<file path="config.mk">
export PLATFORM = sky130hd
export DESIGN_NAME = adccw_decode
export DESIGN_NICKNAME = d
export VERILOG_FILES = /design/src/adccw_decode.v /design/src/adccw_edge_sync.v
export VERILOG_INCLUDE_DIRS = /design/src /design/src/src
export SDC_FILE = /design/constraint.sdc
export NUM_CORES = 1
export LEC_CHECK = 0
export BUFFER_PORTS_ARGS = -buffer_cell sky130_fd_sc_hd__buf_2
export CAP_MARGIN = 20
export CORE_MARGIN = 8
export CORE_UTILIZATION = 25
export DETAILED_ROUTE_END_ITERATION = 10
export PLACE_DENSITY = 0.53
export RECOVER_POWER = 100
export SYNTH_ARGS = -nofsm -noshare
export SYNTH_HDL_FRONTEND = slang
export SYNTH_SLANG_ARGS = --single-unit
export TNS_END_PERCENT = 1
</file>
<file path="constraint.sdc">
create_clock -name clk_i -period 2.2 [get_ports clk_i]
set_input_delay 0.22 -clock clk_i [delete_from_list [all_inputs] [get_ports clk_i]]
set_output_delay 0.22 -clock clk_i [all_outputs]
set_load 0.01 [all_outputs]
</file>
<file path="src/adccw_regs.vh">
// adccw_regs.vh: constants for the conversion setup word decoder
// assumes inclusion by the decoder only
`ifndef ADCCW_REGS_VH
`define ADCCW_REGS_VH
// register select code on the two upper address bits
`define ADCCW_ADDR_SETUP 2'h0
// field positions inside the ten-bit setup word
`define ADCCW_BIT_REF 0
`define ADCCW_BIT_MODE 1
`define ADCCW_BIT_PD 2
`define ADCCW_BIT_CH_LO 3
`define ADCCW_BIT_CH_HI 4
`define ADCCW_BIT_DIFF_LO 5
`define ADCCW_BIT_DIFF_HI 6
`define ADCCW_BIT_SCAN 7
`define ADCCW_BIT_TEST_LO 8
`define ADCCW_BIT_TEST_HI 9
// reset value: only diff_count_lo is set
`define ADCCW_SETUP_RESET 10'h020
// test selection codes
`define ADCCW_TEST_NORMAL 2'h0
`define ADCCW_TEST_POS 2'h1
`define ADCCW_TEST_MID 2'h2
`define ADCCW_TEST_NEG 2'h3
// defaults for the pipeline timing and trigger counting
`define ADCCW_CONV_CYCLES 4
`define ADCCW_TRIG_RESET 4'h1
`endif

</file>
<file path="src/adccw_decode.v">
// adccw_decode.v: first control word decoder and conversion control
// assumes a synchronous host write strobe and an async conversion pin
//
// Overview of operation
// - bit 0 picks internal or external reference
// - mode 0 runs continuous on conversion clock
// - continuous: one FIFO write per falling edge
// - mode 1 makes the pin active-low start
// - start falling edge holds inputs, starts sequence
// - data available active when trigger is met
// - bit 2 powers converter down or up
// - port and FIFO reads still work powered down
// - bits 3,4 pick channel, reset zero
// - bits 5,6 count differentials, reset 1,0
// - bit 7 enables autoscan, reset zero
// - bits 8,9 select test, reset zero
// - test mode keeps data available disabled
// - both upper address bits zero select word
// - test code picks normal, plus, mid, minus
// - trigger met when writes reach trigger level
// - bit 5 picks differential; reserved combos flagged
`timescale 1ns/10ps
`include "adccw_regs.vh"
module adccw_decode
#(
  parameter CONV_CYCLES = `ADCCW_CONV_CYCLES,
  parameter CH_COUNT_W = 2
)
(
  input wire clk_i,
  input wire rst_i,
  input wire wr_i,
  input wire reg_addr_bit0_i,
  input wire reg_addr_bit1_i,
  input wire [9:0] data_i,
  input wire [3:0] trig_level_i,
  input wire fifo_read_i,
  input wire conversion_clock_in_i,
  output reg [9:0] conversion_setup_word_o,
  output reg ext_ref_sel_o,
  output reg power_down_o,
  output reg [1:0] input_select_o,
  output reg [1:0] diff_count_o,
  output reg scan_en_o,
  output reg [1:0] test_sel_o,
  output reg differential_o,
  output reg reserved_cfg_o,
  output reg hold_o,
  output reg busy_o,
  output reg [CH_COUNT_W-1:0] channel_o,
  output reg fifo_write_o,
  output reg data_available_out_o
);
  ////////////////////////////////////////////////////////////////////////
  // setup word storage
  // current setup word
  reg [9:0] setup;
  // the write addresses this word
  wire sel_setup;
  assign sel_setup = wr_i &
    ({reg_addr_bit1_i, reg_addr_bit0_i} == `ADCCW_ADDR_SETUP);
  // whole word loads at once from the write cycle
  always @(posedge clk_i or posedge rst_i)
  begin
    if (rst_i)
      setup <= `ADCCW_SETUP_RESET;
    else if (sel_setup)
      setup <= data_i;
  end
  ////////////////////////////////////////////////////////////////////////
  // field decode
  // mode and test fields
  wire single_mode;
  wire test_active;
  wire [4:0] cfg;
  assign single_mode = setup[`ADCCW_BIT_MODE];
  assign test_active = setup[`ADCCW_BIT_TEST_HI:`ADCCW_BIT_TEST_LO] !=
    `ADCCW_TEST_NORMAL;
  assign cfg = setup[`ADCCW_BIT_SCAN:`ADCCW_BIT_CH_LO];
  // reserved combination detector; cfg is {scan,diff_count_hi,diff_count_lo,ch1,ch0}
  reg reserved_cfg;
  // number of channels in the scan sequence minus one
  reg [1:0] scan_last;
  always @*
  begin
    reserved_cfg = 1'b0;
    scan_last = 2'h0;
    case (cfg)
      5'h00, 5'h01, 5'h02, 5'h03, 5'h04, 5'h05: scan_last = 2'h0;
      5'h11: scan_last = 2'h1;
      5'h12: scan_last = 2'h2;
      5'h13: scan_last = 2'h3;
      5'h15: scan_last = 2'h1;
      5'h16: scan_last = 2'h2;
      5'h19: scan_last = 2'h1;
      default: reserved_cfg = 1'b1;
    endcase
  end
  // decoded fields registered for the analog side
  always @(posedge clk_i or posedge rst_i)
  begin
    if (rst_i)
    begin
      conversion_setup_word_o <= `ADCCW_SETUP_RESET;
      ext_ref_sel_o <= 1'b0;
      power_down_o <= 1'b0;
      input_select_o <= 2'h0;
      diff_count_o <= 2'h1;
      scan_en_o <= 1'b0;
      test_sel_o <= `ADCCW_TEST_NORMAL;
      differential_o <= 1'b1;
      reserved_cfg_o <= 1'b0;
    end
    else
    begin
      conversion_setup_word_o <= setup;
      ext_ref_sel_o <= setup[`ADCCW_BIT_REF];
      power_down_o <= setup[`ADCCW_BIT_PD];
      input_select_o <= setup[`ADCCW_BIT_CH_HI:`ADCCW_BIT_CH_LO];
      diff_count_o <= setup[`ADCCW_BIT_DIFF_HI:`ADCCW_BIT_DIFF_LO];
      scan_en_o <= setup[`ADCCW_BIT_SCAN];
      test_sel_o <= setup[`ADCCW_BIT_TEST_HI:`ADCCW_BIT_TEST_LO];
      differential_o <= setup[`ADCCW_BIT_DIFF_LO];
      reserved_cfg_o <= reserved_cfg;
    end
  end
  ////////////////////////////////////////////////////////////////////////
  // conversion pin
  // only the falling edge is used; the filtered level is left open
  wire pin_fall;
  adccw_edge_sync adccw_edge_sync_i
  (
    .clk_i(clk_i),
    .rst_i(rst_i),
    .pin_i(conversion_clock_in_i),
    .level_o(),
    .fall_o(pin_fall)
  );
  ////////////////////////////////////////////////////////////////////////
  // conversion sequencer
  localparam ST_IDLE = 1'b0;
  localparam ST_CONV = 1'b1;
  localparam CNT_W = 8;
  // sequencer state
  reg state;
  // cycles left for the current channel
  reg [CNT_W-1:0] cnt;
  // channel within the scan sequence
  reg [1:0] seq;
  // converter may run
  wire run;
  assign run = ~power_down_o;
  // single mode walk through held channels, continuous writes per edge
  always @(posedge clk_i or posedge rst_i)
  begin
    if (rst_i)
    begin
      state <= ST_IDLE;
      cnt <= 8'h00;
      seq <= 2'h0;
      hold_o <= 1'b0;
      busy_o <= 1'b0;
      fifo_write_o <= 1'b0;
      channel_o <= {CH_COUNT_W{1'b0}};
    end
    else
    begin
      fifo_write_o <= 1'b0;
      // bus and FIFO stay alive, only conversion stops
      if (!run)
      begin
        state <= ST_IDLE;
        hold_o <= 1'b0;
        busy_o <= 1'b0;
        seq <= 2'h0;
      end
      else if (!single_mode)
      begin
        // one write per falling conversion clock edge
        state <= ST_IDLE;
        hold_o <= 1'b0;
        busy_o <= 1'b0;
        if (pin_fall)
        begin
          fifo_write_o <= 1'b1;
          channel_o <= seq[CH_COUNT_W-1:0];
          seq <= (seq == scan_last) ? 2'h0 : seq + 2'h1;
        end
      end
      else
      begin
        case (state)
          ST_IDLE:
          begin
            seq <= 2'h0;
            if (pin_fall)
            begin
              hold_o <= 1'b1;
              busy_o <= 1'b1;
              cnt <= CONV_CYCLES[CNT_W-1:0];
              state <= ST_CONV;
            end
          end
          ST_CONV:
          begin
            if (cnt > 8'h01)
              cnt <= cnt - 8'h01;
            else
            begin
              fifo_write_o <= 1'b1;
              channel_o <= seq[CH_COUNT_W-1:0];
              cnt <= CONV_CYCLES[CNT_W-1:0];
              if (seq == scan_last)
              begin
                hold_o <= 1'b0;
                busy_o <= 1'b0;
                state <= ST_IDLE;
              end
              else
                seq <= seq + 2'h1;
            end
          end
          default:
            state <= ST_IDLE;
        endcase
      end
    end
  end
  ////////////////////////////////////////////////////////////////////////
  // trigger counting and data available
  // values written since last trigger
  reg [3:0] wr_count;
  always @(posedge clk_i or posedge rst_i)
  begin
    if (rst_i)
    begin
      wr_count <= 4'h0;
      data_available_out_o <= 1'b0;
    end
    else
    begin
      data_available_out_o <= 1'b0;
      if (fifo_write_o)
      begin
        if (wr_count + 4'h1 >= trig_level_i)
        begin
          wr_count <= 4'h0;
          data_available_out_o <= ~test_active;
        end
        else
          wr_count <= wr_count + 4'h1;
      end
    end
  end
endmodule

</file>
<file path="src/adccw_edge_sync.v">
// adccw_edge_sync.v: three-stage synchroniser with falling edge detect
// assumes the input is asynchronous to clk_i
`timescale 1ns/10ps
module adccw_edge_sync
(
  input wire clk_i,
  input wire rst_i,
  input wire pin_i,
  output wire level_o,
  output wire fall_o
);
  // synchroniser chain; stage 0 feeds stage 1 only
  reg [2:0] sync;
  // filtered pin level, moves only when stages 1 and 2 agree
  reg level;
  // shift the pin in; reset idles high as the pin rests high
  always @(posedge clk_i or posedge rst_i)
  begin
    if (rst_i)
      sync <= 3'h7;
    else
      sync <= {sync[1:0], pin_i};
  end
  // accept a new level only once the last two stages agree
  always @(posedge clk_i or posedge rst_i)
  begin
    if (rst_i)
      // pin rests high, so no false edge after reset
      level <= 1'b1;
    else if (sync[2] == sync[1])
      level <= sync[2];
  end
  // falling edge: stable high level meets two agreeing low stages
  assign level_o = level;
  assign fall_o = level & ~sync[2] & ~sync[1];
endmodule

</file>
# Word level (Yosys, flattened, before mapping)
# Cells that the tools add are included.
# word_totals
ff_bits	55
ram_bits	0
n_memories	0
out_inout_bits	27
word_cells	100
in_bits	21
rom_bits	0
latchBits	0
# op_classes
order_cmp	2
mul	0
div_mod_pow	0
reduce_logical	12
n_mux	35
addsub	3
n_eq_ne	20
bitwise_logic	8
shifts	0
# op_table
cell	n
5-bit == test (second input constant)	6
2-bit two-way mux	10
1-bit two-way mux	17
8-bit two-way mux	2
8-bit one-hot mux with 2 select lines	1
12-bit OR reduction	1
5-bit by 2-bit == test with 1-bit output (second input constant)	2
5-bit by 3-bit == test with 1-bit output (second input constant)	2
3-bit AND reduction	3
8-bit by 1-bit > comparator with 1-bit output (second input constant)	1
4-bit by 3-bit != test with 1-bit output (second input constant)	2
4-bit != test (second input constant)	2
8-bit by 1-bit subtractor with 8-bit output (second input constant)	1
2-bit one-hot mux with 3 select lines	1
5-bit by 1-bit == test with 1-bit output (second input constant)	1
5-bit logical NOT	1
1-bit inverter	5
4-bit by 1-bit adder with 4-bit output (second input constant)	1
4-bit greater-or-equal comparator	1
4-bit two-way mux	1
2-bit by 1-bit != test with 1-bit output (second input constant)	2
1-bit one-hot mux with 2 select lines	2
2-bit one-hot mux with 2 select lines	1
4-bit AND reduction	1
other kinds (10)	13

# Longest topological paths before layout
# depth
depth_word	9
depth_mapped	8
mapped_depth_nobuf	8

# By module
# Synthesis repeated with hierarchy kept, for this count alone.
# hier_totals
hier_cells	177
hier_area_um2	2068.2
# modules_own_cells
mod	n_inst	cells_per_inst	area_each_um2	seq_area_each_um2
adccw_decode	1	170	1940.6	1028.5
adccw_edge_sync	1	7	127.6	105.1

# Worst setup path before layout
# No wires, ideal clock.
# synth_path
path_kind	flip-flop to flip-flop
startpoint	register wr_count[0]
endpoint	register wr_count[1]
path_slack_ns	0.413
synth_period_minus_slack_ns	1.787
path_stages_with_launch	7
required_ns	2.122
arrival_ns	1.709
setup_time_ns	0.078
n_path_buf	0
cell_sequence	dfrtp_1 ha_1 ha_1 a21o_1 a21o_1 a211o_1 o2bb2ai_1
# synth_via
elab_chain_cells	3
# synth_rtl
element	line_no	rtl
from (decl)	adccw_decode.v:232	reg [3:0] wr_count;
from (signal assigned)	adccw_decode.v:251	wr_count <= wr_count + 4'h1;
4-bit by 1-bit adder with 4-bit output *	adccw_decode.v:245, adccw_decode.v:251	
4-bit greater-or-equal comparator	adccw_decode.v:245	if (wr_count + 4'h1 >= trig_level_i)
4-bit two-way mux *	adccw_decode.v:245	
# Every way passes the cells marked *; elsewhere a longest branch is shown, timed or not.
# A chain may end at the register's enable or synchronous reset.

# Worst setup path after layout
# layout_path
startpoint	register adccw_edge_sync_i.level (netlist: adccw_edge_sync_i.level_o)
endpoint	register cnt[5]
# layout_via
elab_chain_cells	4
# layout_rtl
element	line_no	rtl
from (decl)	adccw_edge_sync.v:15	reg level;
from (signal assigned)	adccw_edge_sync.v:31	level <= sync[2];
1-bit bitwise AND (2 in series)	adccw_edge_sync.v:35	assign fall_o = level & ~sync[2] & ~sync[1];
2-bit by 1-bit != test with 1-bit output (no line)	n/a	
3-bit AND reduction (no line)	n/a	
to (signal assigned)	adccw_decode.v:200	cnt <= CONV_CYCLES[CNT_W-1:0];
to (signal assigned)	adccw_decode.v:207	cnt <= cnt - 8'h01;
to (signal assigned)	adccw_decode.v:212	cnt <= CONV_CYCLES[CNT_W-1:0];
to (decl)	adccw_decode.v:147	reg [CNT_W-1:0] cnt;
# No other way between the ends.

==> impl_metrics.tcl <==
set metrics [dict create \
    status "finished, final reports clean" \
    fmax_mhz 518.0 \
    fin_nets 242 \
    initial_core_util 0.2539 \
    yosys.area_share.simple 0.1322 \
    path_max_fanout 5 \
    syn-num-nets 198 \
    finalCritPeriodShare 0.8775 \
    fin_tns_setup_ns 0 \
    dieArea_um2 11370 \
    max_cap_violations 0 \
    tightest_slew_ns 1.122 \
    hold_violations 0 \
    finalWorstPathRequiredPeriod_ns 1.931 \
    setup.worst_path.class "reg -> reg" \
    yosys_warnings 0 \
    drt-initial-drc-count 62 \
    dr_total_vias 1388 \
    ioPinCount 48 \
    root_buffer "clkbuf_8" \
    clock_skew_ns 0.007512 \
    synth_xor_area_frac 0.02984 \
    synth-compound-area-share 0.09135 \
    place_area_um2 2349 \
    start_kind "flip-flop" \
    maxSlewViolCount 0 \
    place.port_buffers 46 \
    ys_seq_area_frac 0.5518 \
    core-area_um2 8093 \
    die_h_um 106.7 \
    routed_wl_um 3914 \
    synth_top_flop_cell "dfrtp_1" \
    ys_types 46 \
    final_area_um2 2397 \
    avgRoutedWirePerCell_um 12.23 \
    max_slew_margin 0.2522 \
    clk_path_buf_depth 2 \
    rows 33 \
    dr.pass1.iters 4 \
    layout-drive-gt1-share 0.2233 \
    synth_top_family_by_area "simple AND/OR/NAND/NOR gates" \
    drc 0 \
    htreeDepth 2 \
    grt_max_degree 46 \
    post_cts_resized 0 \
    peakVddDrop_mv 0.3758 \
    max_stage_delay_ns 0.55 \
    place_hpwl_um 2846 \
    synth_edf_count 0 \
    place_congestion 0.7518 \
    worstPathCellList "nor3b_1 -> o21ai_1 -> nor4b_1 -> xnor2_1 -> nor2_1" \
    grt_pass1_vias 1480 \
    cts_sinks 45 \
    setup_viol 0 \
    clk_latency_ns 0.30 \
    cp.required_ns 2.39 \
    rsz0062_at_grt "false" \
    ant_nets 0 \
    power_density_nw_per_um2 1027 \
    die_w_um 106.7 \
    antenna_found_initial 0 \
    synthAdderAreaFrac 0.05238 \
    cellLeakagePower_nw 1.061 \
    syn2layout_area_growth_pct 16.69 \
    synth_async_sr_flop_share 1.000 \
    syn_area_per_cell_um2 12.09 \
    grt_overflow 0 \
    ys_ff_latch 45 \
    cts_buffers 5 \
    n_antenna_cell 0 \
    grt_use_total 0.07498 \
    path_clk_slew_ns 0.09 \
    critPathArrivalTime_ns 2.12 \
    cts_tree "yes" \
    postCtsSetupBuffers 0 \
    slowest_stage "nor3b_1" \
    hp-class "in -> reg" \
    syn_inst 170 \
    vias_per_cell 4.338 \
    muxShareOfSynthArea 0.08039 \
    grt_pass1_wl_um 6948 \
    netlist_area_um2 2054 \
    cp-end-kind "flip-flop" \
]
timing repair:
action                                 4_1_cts  5_1_grt
setup endpoints to repair                    0        0
endpoints found under the hold margin        1        0
hold buffers                                 1        0
critical path: cells and delay by family (launching register included):
kind,cells,cell delay (ns)
compound gates,1,0.17
xor+xnor,1,0.16
flops,1,0.53
simple gates,3,0.96
report_power, final:
part           total, mW  leakage, nW  switching (mW)  internal, mW
combinational      0.744        0.471           0.391         0.353
clock              0.507       0.0374           0.283         0.224
sequential          1.21        0.552           0.190          1.02
cells by family (layout without fill, tap and decap cells):
| group | count (synthesis) | after routing |
|---|---|---|
| fa+ha+maj | 9 | 9 |
| simple gates | 46 | 46 |
| mux | 15 | 15 |
| flops | 45 | 45 |
| xor+xnor | 7 | 7 |
| compound gates | 25 | 25 |
| buf+inv | 23 | 68 |
layer usage:
metal | vias to the layer above | wire, um | part of all wire | global-route usage
met4 | 0 | 70 | 0.018 | 0.03317
met5 | - | 0 | 0 | 0
met1 | 680 | 1827 | 0.47 | 0.09008
li1 | 670 | - | - | -
met3 | 7 | 201 | 0.051 | 0.02759
met2 | 31 | 1814 | 0.46 | 0.1177
cell type report:
type	instances	area (um2)
Fill cell	896	5695
Clock buffer	6	72.57
Sequential cell	45	1134
Multi-Input combinational cell	102	783.3
Clock inverter	2	15.01
Tap cell	105	131.4
Timing Repair Buffer	50	224.0
Inverter	10	37.54
registers in the layout (all words and copies together), names as in the netlist, 2 cells and up:
signal / flops
setup: 10
cnt: 8
conversion_setup_word_o: 7
wr_count: 4
adccw_edge_sync_i.sync: 3
channel_o: 2
seq: 2
final timing paths:
kind / start / end / slack (ns) / cells after the start
max in group asynchronous: rst_i / seq[1] / 1.25 / 3
worst min register to register: adccw_edge_sync_i.sync[0] / adccw_edge_sync_i.sync[1] / 0.36 / 0
min in group asynchronous: rst_i / setup[6] / 0.27 / 3
worst max register to register: adccw_edge_sync_i.level_o / cnt[5] / 0.27 / 5
worst max-delay path: adccw_edge_sync_i.level_o / cnt[5] / 0.27 / 5
worst min-delay path: data_i[2] / setup[2] / 0.15 / 2
layout by cell type, fill, tap and decap left out, types with 2 or more instances in the layout:
master / Yosys / final
dfrtp_1: 39 / 39
dfstp_1: 0 / 3
nor3_1: 3 / 3
nor2_1: 9 / 9
xnor2_1: 5 / 5
dfstp_2: 6 / 3
clkbuf_8: 0 / 5
ha_1: 7 / 7
nand2b_1: 6 / 6
buf_2: 0 / 20
mux2i_1: 3 / 3
o21ai_0: 4 / 4
inv_1: 9 / 8
mux2_2: 12 / 12
a21oi_1: 4 / 4
nand4_1: 2 / 2
clkinvlp_4: 0 / 2
nor2b_1: 2 / 2
and2_1: 2 / 2
a22o_1: 2 / 2
maj3_1: 2 / 2
nor3b_1: 1 / 2
xor2_1: 2 / 2
nand2_1: 8 / 8
nand3_1: 4 / 4
nand3b_1: 2 / 2
a21o_1: 3 / 3
clkbuf_1: 1 / 28
metrics by stage:
stage / cells / power (mW) / hold slack [ns] / utilization / setup slack, ns
floorplan: 170 / 1.825 / 0.2245 / - / 0.4133
global placement: 311 / 2.009 / 0.3250 / 0.2902 / 0.3185
detailed placement: 311 / 2.023 / 0.3273 / 0.2902 / 0.2897
CTS: 320 / 2.554 / 0.07300 / 0.3023 / 0.2746
global route: 320 / 2.676 / 0.1387 / 0.2962 / 0.06962
finish: 320 / 2.461 / 0.1494 / 0.2962 / 0.2695
cell usage after synthesis, types with 4 or more instances:
| library cell | n | area [um2] |
|---|---|---|
| dfstp_2 | 6 | 157.7 |
| dfrtp_1 | 39 | 975.9 |
| mux2_2 | 12 | 135.1 |
| nand3_1 | 4 | 20.02 |
| ha_1 | 7 | 87.58 |
| buf_4 | 11 | 82.58 |
| xnor2_1 | 5 | 43.79 |
| nand2b_1 | 6 | 37.54 |
| nand2_1 | 8 | 30.03 |
| o21ai_0 | 4 | 20.02 |
| inv_1 | 9 | 33.78 |
| a21oi_1 | 4 | 20.02 |
| nor2_1 | 9 | 33.78 |
No activity file was read; power rests on OpenSTA's default activity.
